File: src/crpc_pkg.sv
// constants, register map and bus states of the codec reset and power control block
package crpc_pkg;

  // control bus slave address, seven bits
  localparam logic [6:0] SLAVE_ADDR     = 7'h18;

  // pages
  localparam logic [7:0] PAGE_CTRL      = 8'h00;
  localparam logic [7:0] PAGE_OUT       = 8'h01;
  localparam logic [7:0] PAGE_COEF      = 8'h08;

  // register offsets
  localparam logic [7:0] PAGE_SEL_OFF   = 8'h00;
  localparam logic [7:0] SOFT_RST_OFF   = 8'h01;
  localparam logic [7:0] STATUS_OFF     = 8'h02;
  localparam logic [7:0] POWER_CTRL_OFF = 8'h03;
  localparam logic [7:0] HP_RST_OFF     = 8'h1f;
  localparam logic [7:0] SPK_RST_OFF    = 8'h20;

  // field positions
  localparam int SOFT_RST_BIT   = 0;
  localparam int LEFT_RST_BIT   = 7;
  localparam int RIGHT_RST_BIT  = 6;
  localparam int PLL_PWR_BIT    = 7;
  localparam int STAT_CLK_BIT   = 7;
  localparam int STAT_INIT_BIT  = 6;

  // values after reset
  localparam logic [7:0] PAGE_RST       = 8'h00;
  localparam logic [7:0] POWER_CTRL_RST = 8'h00;

  // output stages: 0 left headphone, 1 right headphone, 2 left speaker, 3 right speaker
  localparam int NUM_STAGES = 4;

  // timing
  localparam int CLK_PERIOD_NS = 10;
  localparam int INIT_TIME_NS  = 1000000;
  localparam int PLL_TIME_NS   = 10000000;
  // initialization must finish within the limit: round down
  localparam int INIT_CYCLES   = INIT_TIME_NS / CLK_PERIOD_NS;
  // pll settle is a least time: round up
  localparam int PLL_CYCLES    = (PLL_TIME_NS + CLK_PERIOD_NS - 1) / CLK_PERIOD_NS;
  localparam int CNT_W         = 24;

  // control bus slave states
  typedef enum logic [3:0] {
    BUS_IDLE, BUS_ADDR, BUS_ACK_ADDR, BUS_WREG, BUS_ACK_REG,
    BUS_WDATA, BUS_ACK_DATA, BUS_RDATA, BUS_RACK
  } crpc_bus_state_t;

endpackage

File: src/crpc_codec_reset_power_control.sv
// reset, start-up lockout, pll settle and output-stage reset logic with its control bus slave
//
// Overview of operation
// - answer on the control bus at address 0011000, never act as master
// - registers are eight bits, writable ones read back their stored value
// - register pointer advances after each byte; fast bus speed supported
// - reset pin low at least 10 ns returns all logic except the coefficient buffer contents to defaults
// - writing one to page 0 register 1 bit 0 resets the device
// - after any reset, memories initialise within 1 ms
// - codec clocks wait about 10 ms after pll power-up
// - each of four stages has its own overcurrent re-enable reset bit
// - page 1 register 31 bits 7 and 6 reset left and right headphone stages
// - page 1 register 32 bits 7 and 6 reset left and right speaker pairs
// - after reset all blocks are powered down until written on
// - powering a block down keeps every register setting
`timescale 1ns/1ps
`default_nettype none
module crpc_codec_reset_power_control #(
  parameter int INIT_COUNT = crpc_pkg::INIT_CYCLES,
  parameter int PLL_COUNT  = crpc_pkg::PLL_CYCLES,
  parameter int COEF_DEPTH = 16
) (
  // clock and resets
  input  wire logic                             core_clk,
  input  wire logic                             reset,
  input  wire logic                             resetPinN,
  // control bus pins, open drain data
  input  wire logic                             scl,
  input  wire logic                             sdaIn,
  output logic                                  sdaOut,
  output logic                                  sdaOe,
  // output stage faults and enables
  input  wire logic [crpc_pkg::NUM_STAGES-1:0]  overcurrent,
  output logic      [crpc_pkg::NUM_STAGES-1:0]  stageEnable,
  // clocking and start-up status
  output logic                                  pllPowerOn,
  output logic                                  codecClkEnable,
  output logic                                  initBusy
);
  import crpc_pkg::*;

  localparam logic [CNT_W-1:0] INIT_LAST = CNT_W'(INIT_COUNT - 1);
  localparam logic [CNT_W-1:0] PLL_LAST  = CNT_W'(PLL_COUNT - 1);

  // pin reset acts asynchronously so a 10 ns pulse is never missed
  logic rstAll;
  assign rstAll = reset | ~resetPinN;

  // pin synchronisers and filtered levels
  logic [2:0] sclSync_ff;
  logic [2:0] sdaSync_ff;
  logic       sclF_ff;
  logic       sdaF_ff;
  logic       nxt_sclF;
  logic       nxt_sdaF;
  logic       sclRise;
  logic       sclFall;
  logic       busStart;
  logic       busStop;

  // bus slave state
  crpc_bus_state_t busState_ff;
  crpc_bus_state_t nxt_busState;
  logic [3:0]      bitCnt_ff;
  logic [3:0]      nxt_bitCnt;
  logic [7:0]      shift_ff;
  logic [7:0]      nxt_shift;
  logic [7:0]      ptr_ff;
  logic [7:0]      nxt_ptr;
  logic            rwBit_ff;
  logic            nxt_rwBit;
  logic            sdaOe_ff;
  logic            nxt_sdaOe;
  logic            wrEn;
  logic [7:0]      rdData;

  // control state
  logic [7:0]            page_ff;
  logic [7:0]            nxt_page;
  logic [7:0]            power_ff;
  logic [7:0]            nxt_power;
  logic [7:0]            coefMem_ff [COEF_DEPTH];
  logic [NUM_STAGES-1:0] latched_ff;
  logic [NUM_STAGES-1:0] nxt_latched;
  logic [NUM_STAGES-1:0] stageRst;
  logic [NUM_STAGES-1:0] stageEn_ff;
  logic [NUM_STAGES-1:0] nxt_stageEn;
  logic [CNT_W-1:0]      initCnt_ff;
  logic [CNT_W-1:0]      nxt_initCnt;
  logic                  initBusy_ff;
  logic                  nxt_initBusy;
  logic [CNT_W-1:0]      pllCnt_ff;
  logic [CNT_W-1:0]      nxt_pllCnt;
  logic                  clkReady_ff;
  logic                  nxt_clkReady;
  logic                  softRst;
  logic                  coefOk;

  // a filtered level moves only when the second and third stages agree
  always_comb begin
    nxt_sclF = (sclSync_ff[1] == sclSync_ff[2]) ? sclSync_ff[2] : sclF_ff;
    nxt_sdaF = (sdaSync_ff[1] == sdaSync_ff[2]) ? sdaSync_ff[2] : sdaF_ff;
    sclRise  = nxt_sclF & ~sclF_ff;
    sclFall  = ~nxt_sclF & sclF_ff;
    busStart = sclF_ff & nxt_sclF & sdaF_ff & ~nxt_sdaF;
    busStop  = sclF_ff & nxt_sclF & ~sdaF_ff & nxt_sdaF;
  end

  always_ff @(posedge core_clk or posedge rstAll) begin
    if (rstAll) begin
      sclSync_ff <= 3'h7;
      sdaSync_ff <= 3'h7;
      sclF_ff    <= 1'b1;
      sdaF_ff    <= 1'b1;
    end else begin
      sclSync_ff <= {sclSync_ff[1:0], scl};
      sdaSync_ff <= {sdaSync_ff[1:0], sdaIn};
      sclF_ff    <= nxt_sclF;
      sdaF_ff    <= nxt_sdaF;
    end
  end

  // coefficient buffer reachable only once initialisation is over
  // coefficient access gate
  assign coefOk = (page_ff == PAGE_COEF) && (ptr_ff < 8'(COEF_DEPTH)) && !initBusy_ff;

  // register read mux; self-clearing reset bits always read zero
  // reset bits read zero
  always_comb begin
    rdData = 8'h00;
    if (ptr_ff == PAGE_SEL_OFF) begin
      rdData = page_ff;
    end else if (page_ff == PAGE_CTRL && ptr_ff == STATUS_OFF) begin
      rdData = {clkReady_ff, initBusy_ff, 2'b00, latched_ff};
    end else if (page_ff == PAGE_CTRL && ptr_ff == POWER_CTRL_OFF) begin
      rdData = power_ff;
    end else if (coefOk) begin
      rdData = coefMem_ff[ptr_ff[$clog2(COEF_DEPTH)-1:0]];
    end
  end

  // control bus slave: sample on scl rise, drive on scl fall
  always_comb begin
    nxt_busState = busState_ff;
    nxt_bitCnt   = bitCnt_ff;
    nxt_shift    = shift_ff;
    nxt_ptr      = ptr_ff;
    nxt_rwBit    = rwBit_ff;
    nxt_sdaOe    = sdaOe_ff;
    wrEn         = 1'b0;
    if (busStop) begin
      nxt_busState = BUS_IDLE;
      nxt_sdaOe    = 1'b0;
    end else if (busStart) begin
      nxt_busState = BUS_ADDR;
      nxt_bitCnt   = 4'h0;
      nxt_sdaOe    = 1'b0;
    end else begin
      case (busState_ff)
        BUS_ADDR, BUS_WREG, BUS_WDATA: begin
          if (sclRise) begin
            nxt_shift  = {shift_ff[6:0], sdaF_ff};
            nxt_bitCnt = bitCnt_ff + 4'h1;
          end else if (sclFall && bitCnt_ff == 4'h8) begin
            nxt_bitCnt = 4'h0;
            nxt_sdaOe  = 1'b1;
            if (busState_ff == BUS_ADDR) begin
              // fixed slave address, only ever answers
              if (shift_ff[7:1] == SLAVE_ADDR) begin
                nxt_rwBit    = shift_ff[0];
                nxt_busState = BUS_ACK_ADDR;
              end else begin
                nxt_sdaOe    = 1'b0;
                nxt_busState = BUS_IDLE;
              end
            end else if (busState_ff == BUS_WREG) begin
              nxt_ptr      = shift_ff;
              nxt_busState = BUS_ACK_REG;
            end else begin
              // pointer advances after each written byte
              wrEn         = 1'b1;
              nxt_ptr      = ptr_ff + 8'h01;
              nxt_busState = BUS_ACK_DATA;
            end
          end
        end
        BUS_ACK_ADDR, BUS_ACK_REG, BUS_ACK_DATA: begin
          if (sclFall) begin
            nxt_sdaOe = 1'b0;
            if (busState_ff == BUS_ACK_ADDR && rwBit_ff) begin
              nxt_shift    = rdData;
              nxt_sdaOe    = ~rdData[7];
              nxt_bitCnt   = 4'h1;
              nxt_busState = BUS_RDATA;
            end else if (busState_ff == BUS_ACK_ADDR) begin
              nxt_busState = BUS_WREG;
            end else begin
              nxt_busState = BUS_WDATA;
            end
          end
        end
        BUS_RDATA: begin
          if (sclFall) begin
            if (bitCnt_ff == 4'h8) begin
              // pointer advances after each read byte
              nxt_sdaOe    = 1'b0;
              nxt_ptr      = ptr_ff + 8'h01;
              nxt_busState = BUS_RACK;
            end else begin
              nxt_shift  = {shift_ff[6:0], 1'b0};
              nxt_sdaOe  = ~shift_ff[6];
              nxt_bitCnt = bitCnt_ff + 4'h1;
            end
          end
        end
        BUS_RACK: begin
          if (sclRise && sdaF_ff) begin
            nxt_busState = BUS_IDLE;
          end else if (sclFall) begin
            nxt_shift    = rdData;
            nxt_sdaOe    = ~rdData[7];
            nxt_bitCnt   = 4'h1;
            nxt_busState = BUS_RDATA;
          end
        end
        default: begin
          nxt_busState = BUS_IDLE;
        end
      endcase
    end
  end

  // the bus slave survives a soft reset so the write that caused it still gets its ack
  always_ff @(posedge core_clk or posedge rstAll) begin
    if (rstAll) begin
      busState_ff <= BUS_IDLE;
      bitCnt_ff   <= 4'h0;
      shift_ff    <= 8'h00;
      ptr_ff      <= 8'h00;
      rwBit_ff    <= 1'b0;
      sdaOe_ff    <= 1'b0;
    end else begin
      busState_ff <= nxt_busState;
      bitCnt_ff   <= nxt_bitCnt;
      shift_ff    <= nxt_shift;
      ptr_ff      <= nxt_ptr;
      rwBit_ff    <= nxt_rwBit;
      sdaOe_ff    <= nxt_sdaOe;
    end
  end

  // decoded write strobes for the reset bits
  // soft reset decode
  assign softRst = wrEn && page_ff == PAGE_CTRL && ptr_ff == SOFT_RST_OFF
                   && shift_ff[SOFT_RST_BIT];

  always_comb begin
    stageRst = '0;
    if (wrEn && page_ff == PAGE_OUT && ptr_ff == HP_RST_OFF) begin
      stageRst[0] = shift_ff[LEFT_RST_BIT];
      stageRst[1] = shift_ff[RIGHT_RST_BIT];
    end
    if (wrEn && page_ff == PAGE_OUT && ptr_ff == SPK_RST_OFF) begin
      stageRst[2] = shift_ff[LEFT_RST_BIT];
      stageRst[3] = shift_ff[RIGHT_RST_BIT];
    end
  end

  // control next state: page, power, lockout timer, pll timer
  always_comb begin
    nxt_page     = page_ff;
    nxt_power    = power_ff;
    nxt_initCnt  = initCnt_ff;
    nxt_initBusy = initBusy_ff;
    nxt_pllCnt   = pllCnt_ff;
    nxt_clkReady = clkReady_ff;
    if (wrEn && ptr_ff == PAGE_SEL_OFF) begin
      nxt_page = shift_ff;
    end
    if (wrEn && page_ff == PAGE_CTRL && ptr_ff == POWER_CTRL_OFF && !initBusy_ff) begin
      nxt_power = shift_ff;
    end
    if (initBusy_ff) begin
      if (initCnt_ff == INIT_LAST) begin
        nxt_initBusy = 1'b0;
      end else begin
        nxt_initCnt = initCnt_ff + 1'b1;
      end
    end
    // codec clocks held off while the pll settles
    if (!power_ff[PLL_PWR_BIT]) begin
      nxt_pllCnt   = '0;
      nxt_clkReady = 1'b0;
    end else if (!clkReady_ff) begin
      if (pllCnt_ff == PLL_LAST) begin
        nxt_clkReady = 1'b1;
      end else begin
        nxt_pllCnt = pllCnt_ff + 1'b1;
      end
    end
    // soft reset returns control state to defaults and restarts lockout
    if (softRst) begin
      nxt_page     = PAGE_RST;
      nxt_power    = POWER_CTRL_RST;
      nxt_initCnt  = '0;
      nxt_initBusy = 1'b1;
      nxt_pllCnt   = '0;
      nxt_clkReady = 1'b0;
    end
  end

  // per-stage latch and enable; a fault in the same cycle as its reset wins
  genvar gs;
  generate
    for (gs = 0; gs < NUM_STAGES; gs++) begin : g_stage
      assign nxt_latched[gs] = overcurrent[gs] | (latched_ff[gs] & ~stageRst[gs] & ~softRst);
      // stage runs only when written on and lockout over
      assign nxt_stageEn[gs] = power_ff[gs] & ~latched_ff[gs] & ~initBusy_ff;
    end
  endgenerate

  // everything powered down after reset; power bits never touch other settings
  always_ff @(posedge core_clk or posedge rstAll) begin
    if (rstAll) begin
      page_ff     <= PAGE_RST;
      power_ff    <= POWER_CTRL_RST;
      initCnt_ff  <= '0;
      initBusy_ff <= 1'b1;
      pllCnt_ff   <= '0;
      clkReady_ff <= 1'b0;
      latched_ff  <= '0;
      stageEn_ff  <= '0;
    end else begin
      page_ff     <= nxt_page;
      power_ff    <= nxt_power;
      initCnt_ff  <= nxt_initCnt;
      initBusy_ff <= nxt_initBusy;
      pllCnt_ff   <= nxt_pllCnt;
      clkReady_ff <= nxt_clkReady;
      latched_ff  <= nxt_latched;
      stageEn_ff  <= nxt_stageEn;
    end
  end

  // coefficient buffer; contents are not cleared by reset, only accesses are gated
  // writes ignored during lockout
  always_ff @(posedge core_clk) begin
    if (wrEn && coefOk) begin
      coefMem_ff[ptr_ff[$clog2(COEF_DEPTH)-1:0]] <= shift_ff;
    end
  end

  // outputs straight from flops except sdaOut, tied low; the data pin only ever pulls low
  assign sdaOut         = 1'b0;
  assign sdaOe          = sdaOe_ff;
  assign stageEnable    = stageEn_ff;
  assign pllPowerOn     = power_ff[PLL_PWR_BIT];
  assign codecClkEnable = clkReady_ff;
  assign initBusy       = initBusy_ff;

endmodule
`default_nettype wire

File: config.mk
export PLATFORM = sky130hd
export DESIGN_NAME = crpc_codec_reset_power_control
export DESIGN_NICKNAME = d
export VERILOG_FILES = /design/src/crpc_pkg.sv /design/src/crpc_codec_reset_power_control.sv
export SDC_FILE = /design/constraint.sdc
export NUM_CORES = 1
export LEC_CHECK = 0
export BUFFER_PORTS_ARGS = -buffer_cell sky130_fd_sc_hd__buf_2
export CAP_MARGIN = 10
export CELL_PAD_IN_SITES_DETAIL_PLACEMENT = 0
export CELL_PAD_IN_SITES_GLOBAL_PLACEMENT = 2
export CORE_MARGIN = 5
export CORE_UTILIZATION = 48
export CTS_BUF_LIST = sky130_fd_sc_hd__clkbuf_8 sky130_fd_sc_hd__clkbuf_16
export DETAILED_ROUTE_END_ITERATION = 8
export PLACE_DENSITY_LB_ADDON = 0.1
export RECOVER_POWER = 25
export SLEW_MARGIN = 20
export SYNTH_ARGS = -nofsm -noshare
export SYNTH_HDL_FRONTEND = slang
export SYNTH_SLANG_ARGS = --single-unit
File: constraint.sdc
create_clock -name core_clk -period 23.9 [get_ports core_clk]
set_clock_uncertainty 0.15 [all_clocks]
set_input_delay 4.78 -clock core_clk [delete_from_list [all_inputs] [get_ports core_clk]]
set_output_delay 4.78 -clock core_clk [all_outputs]
set_load 0.02 [all_outputs]
==> results of run 1 <==
cells by family after synthesis:
| kind of cell | count (synthesis) |
|---|---|
| AOI/OAI and AO/OA | 128 |
| xor gates and xnor gates | 43 |
| muxes | 68 |
| buffers and inverters | 49 |
| other | 1 |
| and+or+nand+nor | 315 |
| DFF | 236 |
| adders and majority gates | 9 |
cell type report:
cell class | count | area [um^2] | area share
Clock buffer | 26 | 639 | 0.0528
Clock inverter | 20 | 158 | 0.0130
Multi-Input combinational cell | 564 | 4230 | 0.349
Timing Repair Buffer | 23 | 145 | 0.0120
Inverter | 6 | 22.5 | 0.00186
Tap cell | 285 | 357 | 0.0295
Sequential cell | 236 | 6560 | 0.542
flip-flops by register name, summed over array words and instances, names as in the netlist, 3 cells and up:
signal	count
page_ff	8
ptr_ff	8
pllCnt_ff	24
bitCnt_ff	4
shift_ff	8
sclSync_ff	3
initCnt_ff	24
coefMem_ff	128
sdaSync_ff	3
latched_ff	4
stageEnable	4
power_ff	8
busState_ff	4
synthesized netlist by cell type (all sizes together), types with 5 or more instances:
| cell type | number | area share |
|---|---|---|
| or3b | 5 | 0.0040 |
| o31ai | 5 | 0.0034 |
| a211oi | 5 | 0.0034 |
| mux2i | 30 | 0.027 |
| clkbuf | 12 | 0.0041 |
| a21oi | 36 | 0.017 |
| dfstp | 9 | 0.021 |
| dfrtp | 99 | 0.23 |
| nand2 | 51 | 0.017 |
| nor2 | 83 | 0.029 |
| buf | 31 | 0.015 |
| mux4 | 32 | 0.065 |
| nor4 | 9 | 0.0070 |
| and2 | 16 | 0.0091 |
| o22ai | 7 | 0.0045 |
| nor2b | 10 | 0.0057 |
| nor3 | 6 | 0.0038 |
| o21ai | 25 | 0.011 |
| ha | 8 | 0.0091 |
| and4 | 14 | 0.011 |
| inv | 6 | 0.0020 |
| xnor2 | 9 | 0.0072 |
| nand2b | 5 | 0.0028 |
| nand3 | 45 | 0.021 |
| mux2 | 6 | 0.0061 |
| nand4 | 16 | 0.0091 |
| and3 | 21 | 0.012 |
| edfxtp | 128 | 0.35 |
| nor3b | 9 | 0.0070 |
| a21o | 8 | 0.0055 |
| xor2 | 34 | 0.027 |
power by group:
| group | switching (uW) | internal (uW) | total (uW) |
|---|---|---|---|
| registers | 36.5 | 457 | 493 |
| logic | 13.3 | 10.8 | 24.0 |
| clock network | 157 | 216 | 373 |
worst max-delay path by stage:
stage	cells past startpoint	end	from
finish	1	initBusy	initBusy
global route	1	initBusy	initBusy
CTS	3	latched_ff[2]	reset
detailed placement	3	stageEnable[2]	reset
global placement	3	stageEnable[2]	reset
floorplan	1	bitCnt_ff[0]	reset
through the flow:
step	std cells	instance area (um^2)	hold WS, ns	setup slack, ns
after floorplan	849	11000	0.195	12.22
after global placement	1113	11300	0.197	17.07
after detailed placement	1113	11300	0.201	16.94
after CTS	1159	12100	0.210	17.50
after global routing	1160	12100	0.216	17.27
final	1160	12100	0.213	17.37
routing by layer:
metal	GRT usage	part of all wire	up-vias	wire length, um
li1	-	-	3217	-
met1	0.272	0.46	3497	11200
met2	0.318	0.48	136	11800
met3	0.0263	0.041	37	1020
met4	0.0547	0.026	0	633
met5	0	0	-	0
==> results.md, run 1 <==
Critical path:
- In this run the critical register-to-register path is captured at coefMem_ff[1][2].
- The kind of critical path is reg2out.
- The nature of the critical path startpoint is a flop.
- The data required time of the critical path is roughly 19 ns.
- In this run the worst path has a maximum fanout of 13.
- In this run the critical register-to-register path is launched from busState_ff[0].
- The worst path arrival time is 1.60 ns.
- Counting both buffers and inverters, the worst setup path holds a total of 1.
- The flop-to-flop setup slack is a little over 20 ns.
- STA classifies the critical path endpoint as an output pin.
- Traced cell by cell, the critical path runs through buf_2.
- The cell family contributing the most delay on the critical path is flip-flops.
- The maximum single-stage delay on the critical path is 0.81 ns.
- On the critical path, the stage with the largest delay is an instance of sky130_fd_sc_hd__dfstp_1.
- Counting cells, the worst reg-to-reg path comes to 4.

Final layout:
- The most common cell after layout, fill and taps aside is sky130_fd_sc_hd__edfxtp_1.
- The layout filler cell count is just under 2k.
- 0 antenna diodes ended up in the layout.
- The final net count is 873.
- The top cell types in the final layout, fill and taps aside, are sky130_fd_sc_hd__edfxtp_1 (128), sky130_fd_sc_hd__dfrtp_1 (98), sky130_fd_sc_hd__nor2_1 (81).
- In the final layout, the share of cells above drive strength 1 is 0.153.
- For this run, the share of the core covered by cells in the final layout is 0.535.
- The synthesis-to-layout area growth is 9.98%.

Timing:
- The post-layout minimum cycle time is around 6.5 ns.
- Static timing analysis puts the maximum clock frequency at roughly 150 MHz.
- The worst-margin pin slew is 0.995 ns.
- Headroom to the max-slew limit came out at 0.337.
- Setup violations remaining at the end of the flow were counted as 0.
- The number of hold-slack violations in the final timing report is 0.
- The max-slew violation count is 0.
- The setup TNS after final layout is 0 ns.
- The fraction of the cycle the final worst path needs is 0.273.
- Setup repair after global routing left no endpoint under its margin.

Synth:
- The synthesized area per cell is around 13 um^2.
- The count of flip-flops with a built-in enable after synthesis is 128.
- The post-synthesis share of cell area spent on and, or, nand and nor gates is 0.158.
- After synthesis, the largest family of logic cells by area is simple AND/OR/NAND/NOR gates.
- Counting flops and latches in the post-synthesis netlist gives 236.
- The parity-gate share of the synthesized area counting xor and xnor cells is 0.0342.
- Yosys printed 0 warnings.
- The adder and majority cell fraction of the synthesized area is 0.0100.
- Synthesis instantiated 87 different standard cells from the library.
- The count of mapped cells out of synthesis is 849.
- The post-synthesis net count is 866.
- Of the post-synthesis cell area, the part taken by muxes is 0.0989.
- The compound-gate portion of the synthesized area came to 0.0808.
- The most used flip-flop cell after synthesis is sky130_fd_sc_hd__edfxtp_1.
- The share of the Yosys chip area taken by registers is 0.596.
- The cell area after synthesis is 11000 um^2.
- For this run, asynchronously set or reset flops after synthesis account for 0.458.

Clock network:
- The sink count of the clock tree is 236.
- The master cell of the clock root buffer is sky130_fd_sc_hd__clkbuf_16.
- The clock latency at the later pin of the worst-skew pair is 0.54 ns.
- CTS built an H-tree with a depth of 1.
- For this design, the CTS-stage hold fixing added 0 buffers.
- Post-CTS timing repair inserted 0 buffers for setup.
- The number of clock buffers added by TritonCTS is 25.
- The clock slew at the register clock pins of the worst setup and hold paths is 0.05 ns.
- TritonCTS built the clock tree.
- The maximum clock insertion buffer count is 3.
- The number of gates resized after cts is 0.

Min path:
- The source of the worst hold timing path is sclSync_ff[0].
- The worst hold path terminates at sclSync_ff[1].
- The tightest min-delay check is of the reg2reg type.
- Counting instances, the worst hold path has a depth of 0.

Detailed routing:
- The routed layout has 6887 vias.
- For this block, the initial DRC count from the detailed router was between 400 and 500.
- Once detail routing completed, the nets flagged for antenna violations numbered 0.
- The wire length reported by the detailed router is approximately 25000 um.
- The count of TritonRoute iterations in the first routing pass is 5.
- In the final routed layout, each cell accounts on average for 21.2 um.
- After detailed routing, the number of vias per cell comes to 5.94.
- In the routed design, unresolved DRC markers number 0.

Floorplanning:
- The floorplan step defined a die boundary enclosing 26100 um^2.
- The initial standard-cell utilization of the core is 0.486.
- Row generation in the floorplan step produced 55 rows.
- The core region is 22600 um^2.
- The die extent in x is 161 um.
- The I/O pin count is 18.
- The vertical extent of the die is roughly 160 um.

Global routing:
- The total global routing overflow is 0.
- For this run, the total global-route usage over all layers was measured as 0.193.
- The number of antenna violations at the first check in global routing is 0.
- The number of global-route vias before repair was slightly above 7k.
- The largest net degree at the start of global routing is 69.
- The first global-routing pass estimated about 40000 um of wire.

Power and ir drop:
- Summed over all cells, the static leakage comes to between 0.004 and 0.005 uW.
- The worst vdd rail ir drop is 0.0482 mV.
- The total power density per cell area is 73.5 nW/um^2.
- Summing internal, switching and leakage power gives 890 uW.

Placement:
- Input and output buffers added on the ports amount to 16.
- The detailed placement HPWL is 16200 um.
- Routability-driven placement finished with a final weighted congestion of 0.852.

Status:
- The run finished with clean final reports.

Flow run:
- Across the run, the number of max-cap violations was 0.
Power figures use the tool's default switching activity.
==> inputs of run 2 (changes only) <==
--- a/config.mk
+++ b/config.mk
@@ -10,7 +10,7 @@
 export CELL_PAD_IN_SITES_DETAIL_PLACEMENT = 0
 export CELL_PAD_IN_SITES_GLOBAL_PLACEMENT = 2
 export CORE_MARGIN = 5
-export CORE_UTILIZATION = 48
+export CORE_UTILIZATION = 45
 export CTS_BUF_LIST = sky130_fd_sc_hd__clkbuf_8 sky130_fd_sc_hd__clkbuf_16
 export DETAILED_ROUTE_END_ITERATION = 8
 export PLACE_DENSITY_LB_ADDON = 0.1
==> constraint.sdc (replaced) <==
create_clock -name core_clk -period 6.1 [get_ports core_clk]
set_clock_uncertainty 0.15 [all_clocks]
set_input_delay 1.22 -clock core_clk [delete_from_list [all_inputs] [get_ports core_clk]]
set_output_delay 1.22 -clock core_clk [all_outputs]
set_load 0.02 [all_outputs]
==> run 2 against run 1 <==
  * Clock power grew to 3.9 times the previous value
  * Critical endpoint is now coefMem_ff[3][7]
  * First-iteration DRC count increased by 11%
  * Sequential power rose to 3.9 times the previous value
  * Sequential cell count unchanged
==> results.md, run 2 (synthesis gave the netlist of run 1 again) <==
Status:
- The flow ran to the end, and the final reports show no timing, DRC or antenna violations.

Critical path:
- The signal on the critical path passes through nor2b_1, nand4_1, nor4_1, and3_1.
- The nature of the critical path startpoint is a flop.
- The maximum single-stage delay on the critical path came to 0.98 ns (+0.17 ns).
- The worst setup path is of the reg2reg kind.
- The worst reg-to-reg path cell count is 4 (unchanged).
- The endpoint class of the critical path is a flop.
- The worst path arrival time is 3.74 ns (+2.14 ns).
- In this run the critical register-to-register path is launched from busState_ff[0].
- The data required time of the critical path was 6.12 ns (-12.85 ns).
- The endpoint identified for the worst register-to-register timing path is coefMem_ff[3][7].
- The flop-to-flop setup slack is 2.38 ns (-17.90 ns).
- For this design, the slowest cell found on the critical path is sky130_fd_sc_hd__nor4_1.
- The biggest fanout along the worst timing path is 15 (+2).

Detailed routing:
- The final antenna-violating net count came to 0 (unchanged).
- The count of TritonRoute iterations in the first routing pass is 5 (unchanged).
- The number of vias per cell after detailed routing is 5.87 (-1.1%).
- The detailed-route via count is 7037 (+2.2%).
- The final routed DRC violation total is 0 (unchanged).
- The violation count after the first detailed-route iteration was 486 (+11%).
- The detailed-route wire length per cell is 21.7 um (+2.1%).
- The wire length reported by the detailed router is 26000 um (+5.5%).

Floorplanning:
- The initial standard-cell utilization of the core is 0.455 (-0.0309).
- The I/O pin count is 18 (unchanged).
- The vertical extent of the die was 166 um (+3.1%).
- The number of placement rows is 57 (+3.6%).
- The area of the core is 24200 um^2 (+6.8%).
- The die extent in x is 166 um (+3.1%).
- The floorplan die area came to 27700 um^2 (+6.3%).

Clock network:
- The clock slew at the register clock pins of the worst setup and hold paths came to 0.06 ns (about the same).
- The maximum clock insertion buffer count is 3 (unchanged).
- The clock tree from TritonCTS is built.
- The number of hold buffers added after cts is 0 (unchanged).
- The depth of the CTS H-tree came to 1 (unchanged).
- The number of buffers created by CTS came to 26 (+4.0%).
- The clock latency at the later pin of the worst-skew pair came to 0.54 ns (about the same).
- The number of gates resized after cts is 0 (unchanged).
- The setup fix buffers added after clock tree synthesis is 0 (unchanged).
- The tree is rooted in a sky130_fd_sc_hd__clkbuf_16.
- The sink count of the clock tree is 236 (unchanged).

Timing:
- The number of endpoints failing setup at the final stage came to 0 (unchanged).
- Counting I/O delays and the setup requirement, the final critical path takes 3.72 ns.
- In the finished design, the share of the clock period the worst path needs comes to 0.610.
- The max-slew violation count is 0 (unchanged).
- The worst-case hold slack is 0.211 ns (-0.00229 ns).
- The setup TNS after final layout came to 0 ns (unchanged).
- The worst max-slew margin expressed relative to the limit is 0.0565 (-0.280).
- The worst-margin pin slew is 1.42 ns (+0.421 ns).
- The number of hold-slack violations in the final timing report is 0 (unchanged).
- The maximum operating frequency is 269 MHz.
- Setup repair after global routing left no endpoint under its margin.

Final layout:
- The final net count was 874 (+0.11%).
- In the layout the commonest cells are sky130_fd_sc_hd__edfxtp_1 (128), sky130_fd_sc_hd__dfrtp_1 (98), sky130_fd_sc_hd__nor2_1 (81).
- The synthesis-to-layout area growth is 10.3%.
- The library cell used most frequently in the layout, excluding fill and tap cells, is sky130_fd_sc_hd__edfxtp_1.
- The flip-flop count of the largest register after layout is 128 (unchanged).
- The count of antenna diodes in the layout is 0 (unchanged).
- The layout filler cell count came to 2088 (+7.6%).
- The share of post-route cells with drive strength above 1 is 0.150 (-0.00326).

Power and ir drop:
- The worst vdd rail ir drop was 0.179 mV (+270%).
- The leakage power figure came to 0.00462 uW (-0.60%).
- The total power density per cell area is 288 nW/um^2 (+290%).

Placement:
- The number of I/O port buffers is 16 (unchanged).
- The detailed placement HPWL is 17100 um (+5.5%).
- The final estimated routing congestion in global placement came to 0.889 (+4.3%).

Min path:
- The source of the worst hold timing path is sclSync_ff[0].
- The capture endpoint of the worst hold path is sclSync_ff[1].
- The number of instances on the worst hold path is 0 (unchanged).
- The worst hold path belongs to the class reg2reg.

Global routing:
- The number of antenna violations at the first check in global routing is 0 (unchanged).
- The wire length of the first global-routing pass is 41400 um (+3.1%).
- The largest net degree at the start of global routing is 53 (-23%).
- The number of global-route vias before repair is 7197 (+0.40%).
- The total global routing track utilization is 0.187 (-0.00657).
- The total global routing overflow is 0 (unchanged).

Flow run:
- The max-cap violation count is 0 (unchanged).
## run 2: worst max-delay path by stage
stage	from	endpoint	slack [ns]
after detailed placement	busState_ff[0]	coefMem_ff[14][4]	2.48
after global routing	busState_ff[0]	coefMem_ff[3][7]	2.22
after CTS	busState_ff[0]	coefMem_ff[3][7]	2.49
final	busState_ff[0]	coefMem_ff[3][7]	2.38
after floorplan	resetPinN	bitCnt_ff[0]	0.96
after global placement	busState_ff[0]	coefMem_ff[14][0]	2.66
## run 2: critical path, delay by kind of cell, from the launching register on
kind,cells,cell delay (ns)
flops,1,0.61
simple gates,4,2.61
## run 2: metal layers
layer  GRT usage  vias to the layer above  wire length [um]
li1            -                     3234                 -
met1       0.263                     3557             11400
met2       0.307                      207             12600
met3      0.0274                       39              1370
met4      0.0491                        0               573
met5           0                        -                 0
## run 2: where the power goes
part / leakage, uW / total (uW) / internal [uW] / switching (uW)
registers: 0.00263 / 1920 / 1790 / 130
clock network: 0.000405 / 1460 / 852 / 604
logic: 0.00158 / 124 / 42.7 / 81.3
## run 2: final cells by class
type | count | area, um^2 | area share
clock buffer | 26 | 651 | 0.0536
multi-input combinational | 564 | 4230 | 0.348
sequential | 236 | 6560 | 0.541
tap | 324 | 405 | 0.0334
timing repair buffer | 23 | 129 | 0.0106
clock inverter | 19 | 141 | 0.0116
inverter | 6 | 22.5 | 0.00186
## run 2: stage by stage
stage          std cells   util  cell area (um^2)  setup WS [ns]  power (uW)
6_report            1198  0.502             12100           2.38        3500
5_1_grt             1198  0.502             12100           2.22        3640
4_1_cts             1198  0.502             12100           2.49        3550
3_5_place_dp        1153  0.469             11300           2.48        2080
3_3_place_gp        1153  0.469             11300           2.66        2070
2_1_floorplan        849      -             11000          0.958        1960
